--- src/fnc_defines.svh ---
// Constants for the frame-number counters and offset mapping block.
// Assumes inclusion by bare name from the src folder.
// How it works
// - Node frame counter counts 0..4095 and wraps to 0.
// - Cell frame counter ranges 0..4095 and is output for broadcast.
// - Frequency-division: cell count is node count delayed by cell delay.
// - Time-division with sync port: cell mod 256 equals node mod 256.
// - Connection number ranges 0..255, or 0..4095 for paging channel.
// - Downward: selected cell frame low byte is connection number plus offset.
// - Upward: connection number is cell count minus offset, modulo 256.
// - Only the low 8 bits of cell count take part in offset mapping; the paging channel number takes all 12.
// - Frequency-division default offset: 512-chip steps, range 0..599.
// - Time-division default offset: 1-frame steps, range 0..7.
// - Frame offset times 38400 plus chip offset rounds to 256 chips.
`ifndef FNC_DEFINES_SVH
`define FNC_DEFINES_SVH

// ----------------------------------------------------------------
// Widths and limits
// ----------------------------------------------------------------
`define FNC_FRAME_W 12
`define FNC_FRAME_MAX 12'hfff
`define FNC_CONN_W 8
`define FNC_CHIP_W 16
`define FNC_CHIP_MAX 16'h95ff
`define FNC_CHIPS_PER_FRAME 24'h009600
`define FNC_SUM_W 24
`define FNC_ROUND_HALF 8'h80
`define FNC_DOFF_FD_W 10
`define FNC_DOFF_FD_MAX 10'h257
`define FNC_DOFF_TD_W 3
`define FNC_DOFF_TD_MAX 3'h7
`define FNC_CELL_DELAY_W 4

`endif

--- src/fnc_pkg.sv ---
// Types for the frame-number counter block.
// Assumes fnc_defines.svh is reachable by bare name.
`include "fnc_defines.svh"
package fnc_pkg;
	typedef logic [`FNC_FRAME_W-1:0] fnc_frame_t;
	typedef logic [`FNC_CONN_W-1:0] fnc_conn_t;
	typedef logic [`FNC_CHIP_W-1:0] fnc_chip_t;
	typedef logic [`FNC_SUM_W-1:0] fnc_sum_t;
	typedef enum logic {FNC_FREQ_DIV, FNC_TIME_DIV} fnc_mode_t;
endpackage

--- src/fnc_map_if.sv ---
// Carrier between the top and the offset mapper.
// Assumes fnc_pkg is compiled first.
`timescale 1ns/100ps
`default_nettype none
interface fnc_map_if;
	fnc_pkg::fnc_conn_t cell_low;
	fnc_pkg::fnc_conn_t frame_offset;
	fnc_pkg::fnc_conn_t conn_in;
	fnc_pkg::fnc_conn_t sel_low;
	fnc_pkg::fnc_conn_t conn_up;
	modport top (output cell_low, output frame_offset, output conn_in,
		input sel_low, input conn_up);
	modport mapper (input cell_low, input frame_offset, input conn_in,
		output sel_low, output conn_up);
endinterface
`default_nettype wire

--- src/fnc_offset_map.sv ---
// Modulo-256 mapping between connection numbers and cell frame counts.
// Assumes the top registers its outputs.
`timescale 1ns/100ps
`default_nettype none
module fnc_offset_map (
	fnc_map_if.mapper m
);
	import fnc_pkg::*;

	// Both directions, 8-bit wraparound arithmetic
	always_comb begin
		m.sel_low = m.conn_in + m.frame_offset;
		m.conn_up = m.cell_low - m.frame_offset;
	end
endmodule
`default_nettype wire

--- src/fnc_frame_counters.sv ---
// Node and cell frame counters with frame/chip offset handling.
// Assumes frame_tick pulses one cycle per 10 ms radio frame boundary.
`timescale 1ns/100ps
`default_nettype none
`include "fnc_defines.svh"
module fnc_frame_counters (
	// Clock and reset
	input wire logic sys_clk,
	input wire logic rst,
	// Timing reference and mode
	input wire logic frame_tick,
	input wire logic cell_delay_tick,
	input wire fnc_pkg::fnc_mode_t duplex_mode,
	input wire logic sync_port_used,
	input wire logic [`FNC_CELL_DELAY_W-1:0] cell_delay_steps,
	// Offsets from the serving controller
	input wire fnc_pkg::fnc_conn_t frame_offset,
	input wire fnc_pkg::fnc_chip_t chip_offset,
	input wire logic [`FNC_DOFF_FD_W-1:0] default_link_offset_freq_div,
	input wire logic [`FNC_DOFF_TD_W-1:0] default_link_offset_time_div,
	// Downward and upward requests
	input wire logic down_req,
	input wire fnc_pkg::fnc_frame_t connection_frame_number_in,
	input wire logic paging_sel,
	input wire logic up_req,
	// Counters
	output logic [`FNC_FRAME_W-1:0] node_frame_count,
	output logic [`FNC_FRAME_W-1:0] cell_frame_count,
	// Mapping results
	output logic down_valid,
	output logic [`FNC_FRAME_W-1:0] down_cell_frame,
	output logic up_valid,
	output logic [`FNC_FRAME_W-1:0] connection_frame_number,
	output logic [`FNC_SUM_W-1:0] dedicated_link_channel_timing,
	output logic offset_range_err
);
	import fnc_pkg::*;

	fnc_map_if mi ();
	fnc_frame_t node_q, node_d, cell_q, cell_d;
	fnc_frame_t dsel_q, dsel_d, conn_q, conn_d;
	logic dval_q, dval_d, uval_q, uval_d;
	logic cell_pend_q, cell_pend_d;
	logic [`FNC_CELL_DELAY_W-1:0] dly_q, dly_d;
	fnc_sum_t tim_q, tim_d, raw_sum;
	logic err_q, err_d;
	logic [7:0] cand_low;
	fnc_frame_t cand;

	// ----------------------------------------------------------------
	// Mapper instance
	// ----------------------------------------------------------------
	assign mi.cell_low = cell_q[7:0];
	assign mi.frame_offset = frame_offset;
	assign mi.conn_in = connection_frame_number_in[7:0];

	fnc_offset_map u_map (
		.m(mi.mapper)
	);

	// ----------------------------------------------------------------
	// Counter next state
	// ----------------------------------------------------------------
	always_comb begin
		node_d = node_q;
		cell_d = cell_q;
		cell_pend_d = cell_pend_q;
		dly_d = dly_q;
		if (frame_tick) begin
			node_d = node_q + 12'h001;
		end
		if (duplex_mode == FNC_FREQ_DIV) begin
			// Cell frame starts after the cell delay in 256-chip steps
			if (frame_tick) begin
				if (cell_delay_steps == '0) begin
					cell_d = cell_q + 12'h001;
				end else begin
					cell_pend_d = 1'b1;
					dly_d = cell_delay_steps;
				end
			end else if (cell_pend_q && cell_delay_tick) begin
				dly_d = dly_q - 4'h1;
				if (dly_q == 4'h1) begin
					cell_pend_d = 1'b0;
					cell_d = cell_q + 12'h001;
				end
			end
		end else begin
			cell_pend_d = 1'b0;
			if (frame_tick) begin
				cell_d = cell_q + 12'h001;
			end
			if (sync_port_used) begin
				cell_d[7:0] = node_d[7:0];
			end
		end
	end

	always_ff @(posedge sys_clk or posedge rst) begin
		if (rst) begin
			node_q <= '0;
			cell_q <= '0;
			cell_pend_q <= 1'b0;
			dly_q <= '0;
		end else begin
			node_q <= node_d;
			cell_q <= cell_d;
			cell_pend_q <= cell_pend_d;
			dly_q <= dly_d;
		end
	end

	// ----------------------------------------------------------------
	// Mapping and timing next state
	// ----------------------------------------------------------------
	always_comb begin
		cand_low = mi.sel_low;
		// Next cell frame whose low byte matches, 4096 wrap
		if (cand_low > cell_q[7:0]) begin
			cand = {cell_q[11:8], cand_low};
		end else begin
			cand = {cell_q[11:8] + 4'h1, cand_low};
		end
		dval_d = down_req;
		dsel_d = down_req ? cand : dsel_q;
		uval_d = up_req;
		conn_d = conn_q;
		if (up_req) begin
			if (paging_sel) begin
				conn_d = cell_q;
			end else begin
				conn_d = {4'h0, mi.conn_up};
			end
		end
		// Frame offset times chips per frame plus chip offset
		raw_sum = fnc_sum_t'(frame_offset) * `FNC_CHIPS_PER_FRAME
			+ fnc_sum_t'(chip_offset);
		if (raw_sum[7:0] >= `FNC_ROUND_HALF) begin
			tim_d = {raw_sum[23:8] + 16'h0001, 8'h00};
		end else begin
			tim_d = {raw_sum[23:8], 8'h00};
		end
		err_d = (chip_offset > `FNC_CHIP_MAX)
			|| (default_link_offset_freq_div > `FNC_DOFF_FD_MAX)
			|| (default_link_offset_time_div > `FNC_DOFF_TD_MAX);
	end

	always_ff @(posedge sys_clk or posedge rst) begin
		if (rst) begin
			dval_q <= 1'b0;
			dsel_q <= '0;
			uval_q <= 1'b0;
			conn_q <= '0;
			tim_q <= '0;
			err_q <= 1'b0;
		end else begin
			dval_q <= dval_d;
			dsel_q <= dsel_d;
			uval_q <= uval_d;
			conn_q <= conn_d;
			tim_q <= tim_d;
			err_q <= err_d;
		end
	end

	// ----------------------------------------------------------------
	// Outputs
	// ----------------------------------------------------------------
	assign node_frame_count = node_q;
	assign cell_frame_count = cell_q;
	assign down_valid = dval_q;
	assign down_cell_frame = dsel_q;
	assign up_valid = uval_q;
	assign connection_frame_number = conn_q;
	assign dedicated_link_channel_timing = tim_q;
	assign offset_range_err = err_q;
endmodule
`default_nettype wire

--- config.mk ---
export PLATFORM = sky130hd
export DESIGN_NAME = fnc_frame_counters
export DESIGN_NICKNAME = d
export VERILOG_FILES = /design/src/fnc_pkg.sv /design/src/fnc_map_if.sv /design/src/fnc_offset_map.sv /design/src/fnc_frame_counters.sv
export VERILOG_INCLUDE_DIRS = /design/src /design/src/src
export SDC_FILE = /design/constraint.sdc
export NUM_CORES = 1
export LEC_CHECK = 0
export BUFFER_PORTS_ARGS = -buffer_cell sky130_fd_sc_hd__buf_4
export CELL_PAD_IN_SITES_DETAIL_PLACEMENT = 1
export CELL_PAD_IN_SITES_GLOBAL_PLACEMENT = 1
export CORE_MARGIN = 5
export CORE_UTILIZATION = 40
export CTS_CLUSTER_DIAMETER = 150
export DETAILED_ROUTE_END_ITERATION = 16
export PLACE_DENSITY_LB_ADDON = 0.1
export SLEW_MARGIN = 30
export SYNTH_ARGS = -nofsm -noshare
export SYNTH_HDL_FRONTEND = slang
export SYNTH_SLANG_ARGS = --single-unit
--- constraint.sdc ---
create_clock -name sys_clk -period 2.3 [get_ports sys_clk]
set_input_delay 0.345 -clock sys_clk [delete_from_list [all_inputs] [get_ports sys_clk]]
set_output_delay 0.345 -clock sys_clk [all_outputs]
set_load 0.01 [all_outputs]
Word-level counts from Yosys, hierarchy flattened
Index checks and enable logic that the tools add are counted.

cells by class
  mux-type cells = 19
  reductions and logical operators = 12
  equality and inequality tests = 6
  magnitude comparators = 5
  add/sub/neg operators = 8
  multiply operators = 1
  bitwise logic cells = 1

operators by type and width
  operator                 count
  $mux W12                 8
  $add A12 B1 Y12 const B  2
  $add A24 B16 Y24         1
  $mux W24                 1
  $add A16 B1 Y16 const B  1
  $gt A16 B16 Y1 const B   1
  $mux W8                  2
  $mul A8 B7 Y15 const B   1
  $mux W4                  3
  $gt A10 B10 Y1 const B   1
  $add A8 B8 Y8            1
  $ge A8 B8 Y1 const B     1
  $gt A8 B8 Y1             1
  $reduce_and A4 Y1        2
  $sub A8 B8 Y8            1
  $reduce_and A3 Y1        2
  $reduce_bool A3 Y1       2
  $mux W1                  5
  $add A4 B1 Y4 const B    1
  $eq A4 B1 Y1 const B     1
  $logic_not A4 Y1         1
  $ne A2 B2 Y1 const B     2
  $reduce_bool A2 Y1       2
  $sub A4 B1 Y4 const B    1
  other kinds (7)          8

word-level totals
  logic and storage cells = 64
  input bits = 62
  register bits after elaboration = 80
  output and inout port bits = 75

Logic depth before layout (Yosys ltp)
  depth after elaboration = 5
  mapped depth = 19
  mapped depth without buffers = 19

By module
A second synthesis with hierarchy kept.

second synthesis, totals
  cells, all modules = 596
  area total of the unflattened synthesis = 5612.9 um2

modules (own cells, without submodules)
  module              area each (um2)  instances  sequential area each (um2)  cells an instance
  fnc_frame_counters  4973.5           1          1801.7                      509
  fnc_offset_map      639.4            1          0.0                         87

Worst setup path after synthesis
No wires, ideal clock.

  path kind = in2reg
  start = input port frame_offset[3]
  end = register tim_q[22] (netlist: dedicated_link_channel_timing[22])
  buffers on the path = 0
  cell stages on the path = 19
  path slack = -1.802 ns
  arrival = 4.022 ns
  cell sequence = ha_1 > ha_1 > ha_1 > inv_1 > fa_1 > inv_1 > ha_1 > o21a_1 > o31a_1 > a21oi_1 > ha_1 > or3_1 > o32a_1 > nand2_1 > and4b_1 > a31oi_1 > nor3b_2 > nand3b_1 > xnor2_1

between the ends
  word-level cells in the longest chain between the ends = 4

RTL lines
  item                        RTL line                   text
  from (decl)                 fnc_frame_counters.sv:17   input wire fnc_pkg::fnc_conn_t frame_offset,
  $mul A8 B7 Y15 (no line) *  n/a
  $add A24 B16 Y24 *          fnc_frame_counters.sv:136  raw_sum = fnc_sum_t'(frame_offset) * `FNC_CHIPS_PER_FRAME
  $add A16 B1 Y16             fnc_frame_counters.sv:139  tim_d = {raw_sum[23:8] + 16'h0001, 8'h00};
  $mux W24 *                  fnc_frame_counters.sv:138  if (raw_sum[7:0] >= `FNC_ROUND_HALF) begin
  named net tim_d[22]         fnc_frame_counters.sv:45   fnc_sum_t tim_q, tim_d, raw_sum;
  to (signal assigned)        fnc_frame_counters.sv:161  tim_q <= tim_d;
  to (decl)                   fnc_frame_counters.sv:45

The timed path passes the listed nets; every way through them passes the cells marked *.
A chain may end at the register's enable or synchronous reset.

Worst setup path after layout
Ends and elaborated chain as after synthesis.

==> out/qor.txt <==
Status - finished with violations
Failing checks - negative setup slack
Combinational share of power - 65.8%
Pint - 5.867 mW
Final GP Congestion - 0.8439
Worst Hold Class - primary input to async pin
Most frequent cells in the layout - 217 x buf_4, 72 x dfrtp_1, 45 x ha_1
Clock Path Buffers - 2
NetSw - 3.837 mW
Post-synth cell types - 52
Clock root cell - clkbuf_16
Area post-placement - 7545 um2
# hold bufs at CTS - 0
Non-Filler Instances - 1023
Post-synthesis cell count - 588
Final Hold Viols - 0
R2R Path Start - cell_frame_count[1]
Filler Cell Count - 1532
Total GRT Usage - 23.01%
Critical path class - primary input to flip-flop
Ant. Diodes - 0
Slew headroom - 50.40%
RSZ-0062 raised after global routing - yes
Final Power - 9.704 mW
CP required - 2.53 ns
Multi-input logic area - 4118 um2
DRT Wirelength - 21710 um
Sequential share of power - 19.3%
Iter 0 DRT Violations - 219
Setup WS pre-CTS - -1.897 ns
Slew Limit Fails - 0
Final Setup Violations - 16
Fin util - 63.23%
Register area share after synthesis - 32.63%
Final antenna-violating net count - 0
IO Port Bufs - 111
Syn_area_per_cell - 9.390 um2
Die footprint - 16250 um2
Primary FF master, synth - dfrtp_1
Area growth syn-to-layout - 57.10%
Leak pwr - 4.152 nW
CP startpoint kind - primary input
Wire length on met2 - 12180 um
Worst Path Max Fanout - 4
Worst skew pair latency - 0.35 ns
Worst Skew - 0.005854 ns
Register area - 1802 um2
Mapped Area - 5522 um2
Placed cell count - 971
Worst Setup Slack, final - -1.634 ns
Final net count - 982
Initial antenna violation count - 0
Period utilisation layout - 171.0%
CP Data Arrival Time - 4.16 ns
Sw frac - 39.54%
Max Cap Violations - 0
M1 wire length - 7955 um
Clock transition at path regs - 0.06 ns
Peak supply drop - 0.9044 mV
Power share of the clock group - 14.9%
Synth Warn # - 0
H-Tree Depth - 3
# IOs - 137
#FFs+latches synth - 72
Post-synth EDFFs - 0
Largest net degree at the start of global routing - 39
Rows - 43
Vias in the first global route - 5933
Fraction of layout cells with a size suffix above 1 - 44.84%
Post-DR vias/cell - 5.295
Slew @ Worst Pin - 0.7430 ns
Fin crit period - 3.934 ns
Critical path origin - frame_offset[3]
DIE HEIGHT - 127.5 um
Initial Utilization - 40.25%
# DRC - 0
Die W - 127.5 um
Max Clock Freq - 254.2 MHz
Grt total ovfl - 0
DP HPWL - 13800 um
Top Layer Used - met4
Finished Cell Area - 8675 um2
CTS sink count - 72
CTS Buf Count - 9
WL met3 - 677 um
Most common cell after layout, fill and taps aside - buf_4
CTS tree - yes
Power Dens Cells - 1119 nW/um2
Crit end category - flip-flop
First-pass GRT wire length - 29680 um
1st-pass router iterations - 4
Asr flop ratio synth - 100.0%
Core ar. - 13720 um2
Wire per inst - 21.22 um
Via count - 5417
-- state kept, by name (all words and copies together), names as in the netlist --
register,flops
down_cell_frame,12
dedicated_link_channel_timing,16
up_valid,1
node_frame_count,12
connection_frame_number,12
dly_q,4
offset_range_err,1
cell_frame_count,12
cell_pend_q,1
down_valid,1
-- power by group through the flow --
stage               Clock, mW  Combinational, mW  Sequential [mW]
CTS                      1.48               5.31             1.87
global route             1.54               6.81             1.92
finish                   1.45               6.38             1.87
floorplan                   0               2.33             2.05
detailed placement          0               4.61             1.88
global placement            0               4.42             1.86
-- routing by layer --
metal	GRT usage, %	vias to the layer above
met1	24.06	2686
met3	4.390	60
met5	0	-
met2	45.49	131
li1	-	2540
met4	7.508	0
-- final timing paths --
path                                                     endpoint  cells after the start  slack (ns)
worst max-delay path            dedicated_link_channel_timing[22]                     20       -1.63
worst min-delay path                          node_frame_count[0]                      2        0.13
worst max register to register                 down_cell_frame[8]                     11        0.07
worst min register to register               node_frame_count[11]                      1        0.48
max in group asynchronous                     cell_frame_count[5]                      3        1.50
min in group sys_clk             dedicated_link_channel_timing[8]                      2        0.20
-- synthesized netlist by cell type, drive strengths merged, types with 13 or more instances --
cell   number  share of area [%]
xnor2      36                5.8
xor2       25                4.2
dfrtp      72                 33
o21ai      35                3.2
inv        51                3.5
a21oi      49                4.5
ha         72                 16
nor2       44                3.0
mux2       13                2.7
nand3      13                1.2
a21o       13                1.8
nand2      32                2.2
-- critical path, cell delays in order --
cell and delay (ns):
buf_8 0.11, ha_4 0.24, ha_4 0.25, ha_4 0.26
inv_2 0.04, fa_1 0.49, inv_2 0.05, ha_4 0.21
buf_4 0.15, nor2_1 0.19, a21oi_2 0.11, ha_4 0.31
or3_1 0.11, o32a_1 0.22, nand2_2 0.10, and4b_1 0.36
a31oi_2 0.12, nor3b_2 0.23, nand3b_1 0.12, xnor2_1 0.13
-- stage by stage --
stage               hold WS [ns]  setup TNS [ns]
floorplan                 0.3764          -14.01
global placement          0.4586          -21.19
detailed placement        0.4680          -22.97
CTS                       0.1611          -15.21
global route              0.1676          -19.24
finish                    0.1311          -17.72
-- final cells by class --
type	count	share of cell area (%)
clock buffers	11	2.798
clock inverters	5	0.6491
inverters	51	2.207
multi-input cells	453	47.47
well taps	180	2.596
repair buffers	251	23.51
flip-flops and latches	72	20.77
-- logic make-up after synthesis --
group | synth area share [%]
other | 0.06792
buffers and inverters | 5.303
AOI/OAI and AO/OA | 14.75
DFF | 32.63
muxes | 3.195
adders and majority gates | 19.94
and+or+nand+nor | 14.03
xor gates and xnor gates | 10.08
-- timing repair --
item | in CTS | in global routing
pin swaps | 44 | 40
buffers inserted | 19 | 21
endpoints found under the hold margin | 0 | 0
endpoints found under the setup margin | 16 | 18
resized for setup | 58 | 50
Power figures use the tool's default switching activity.
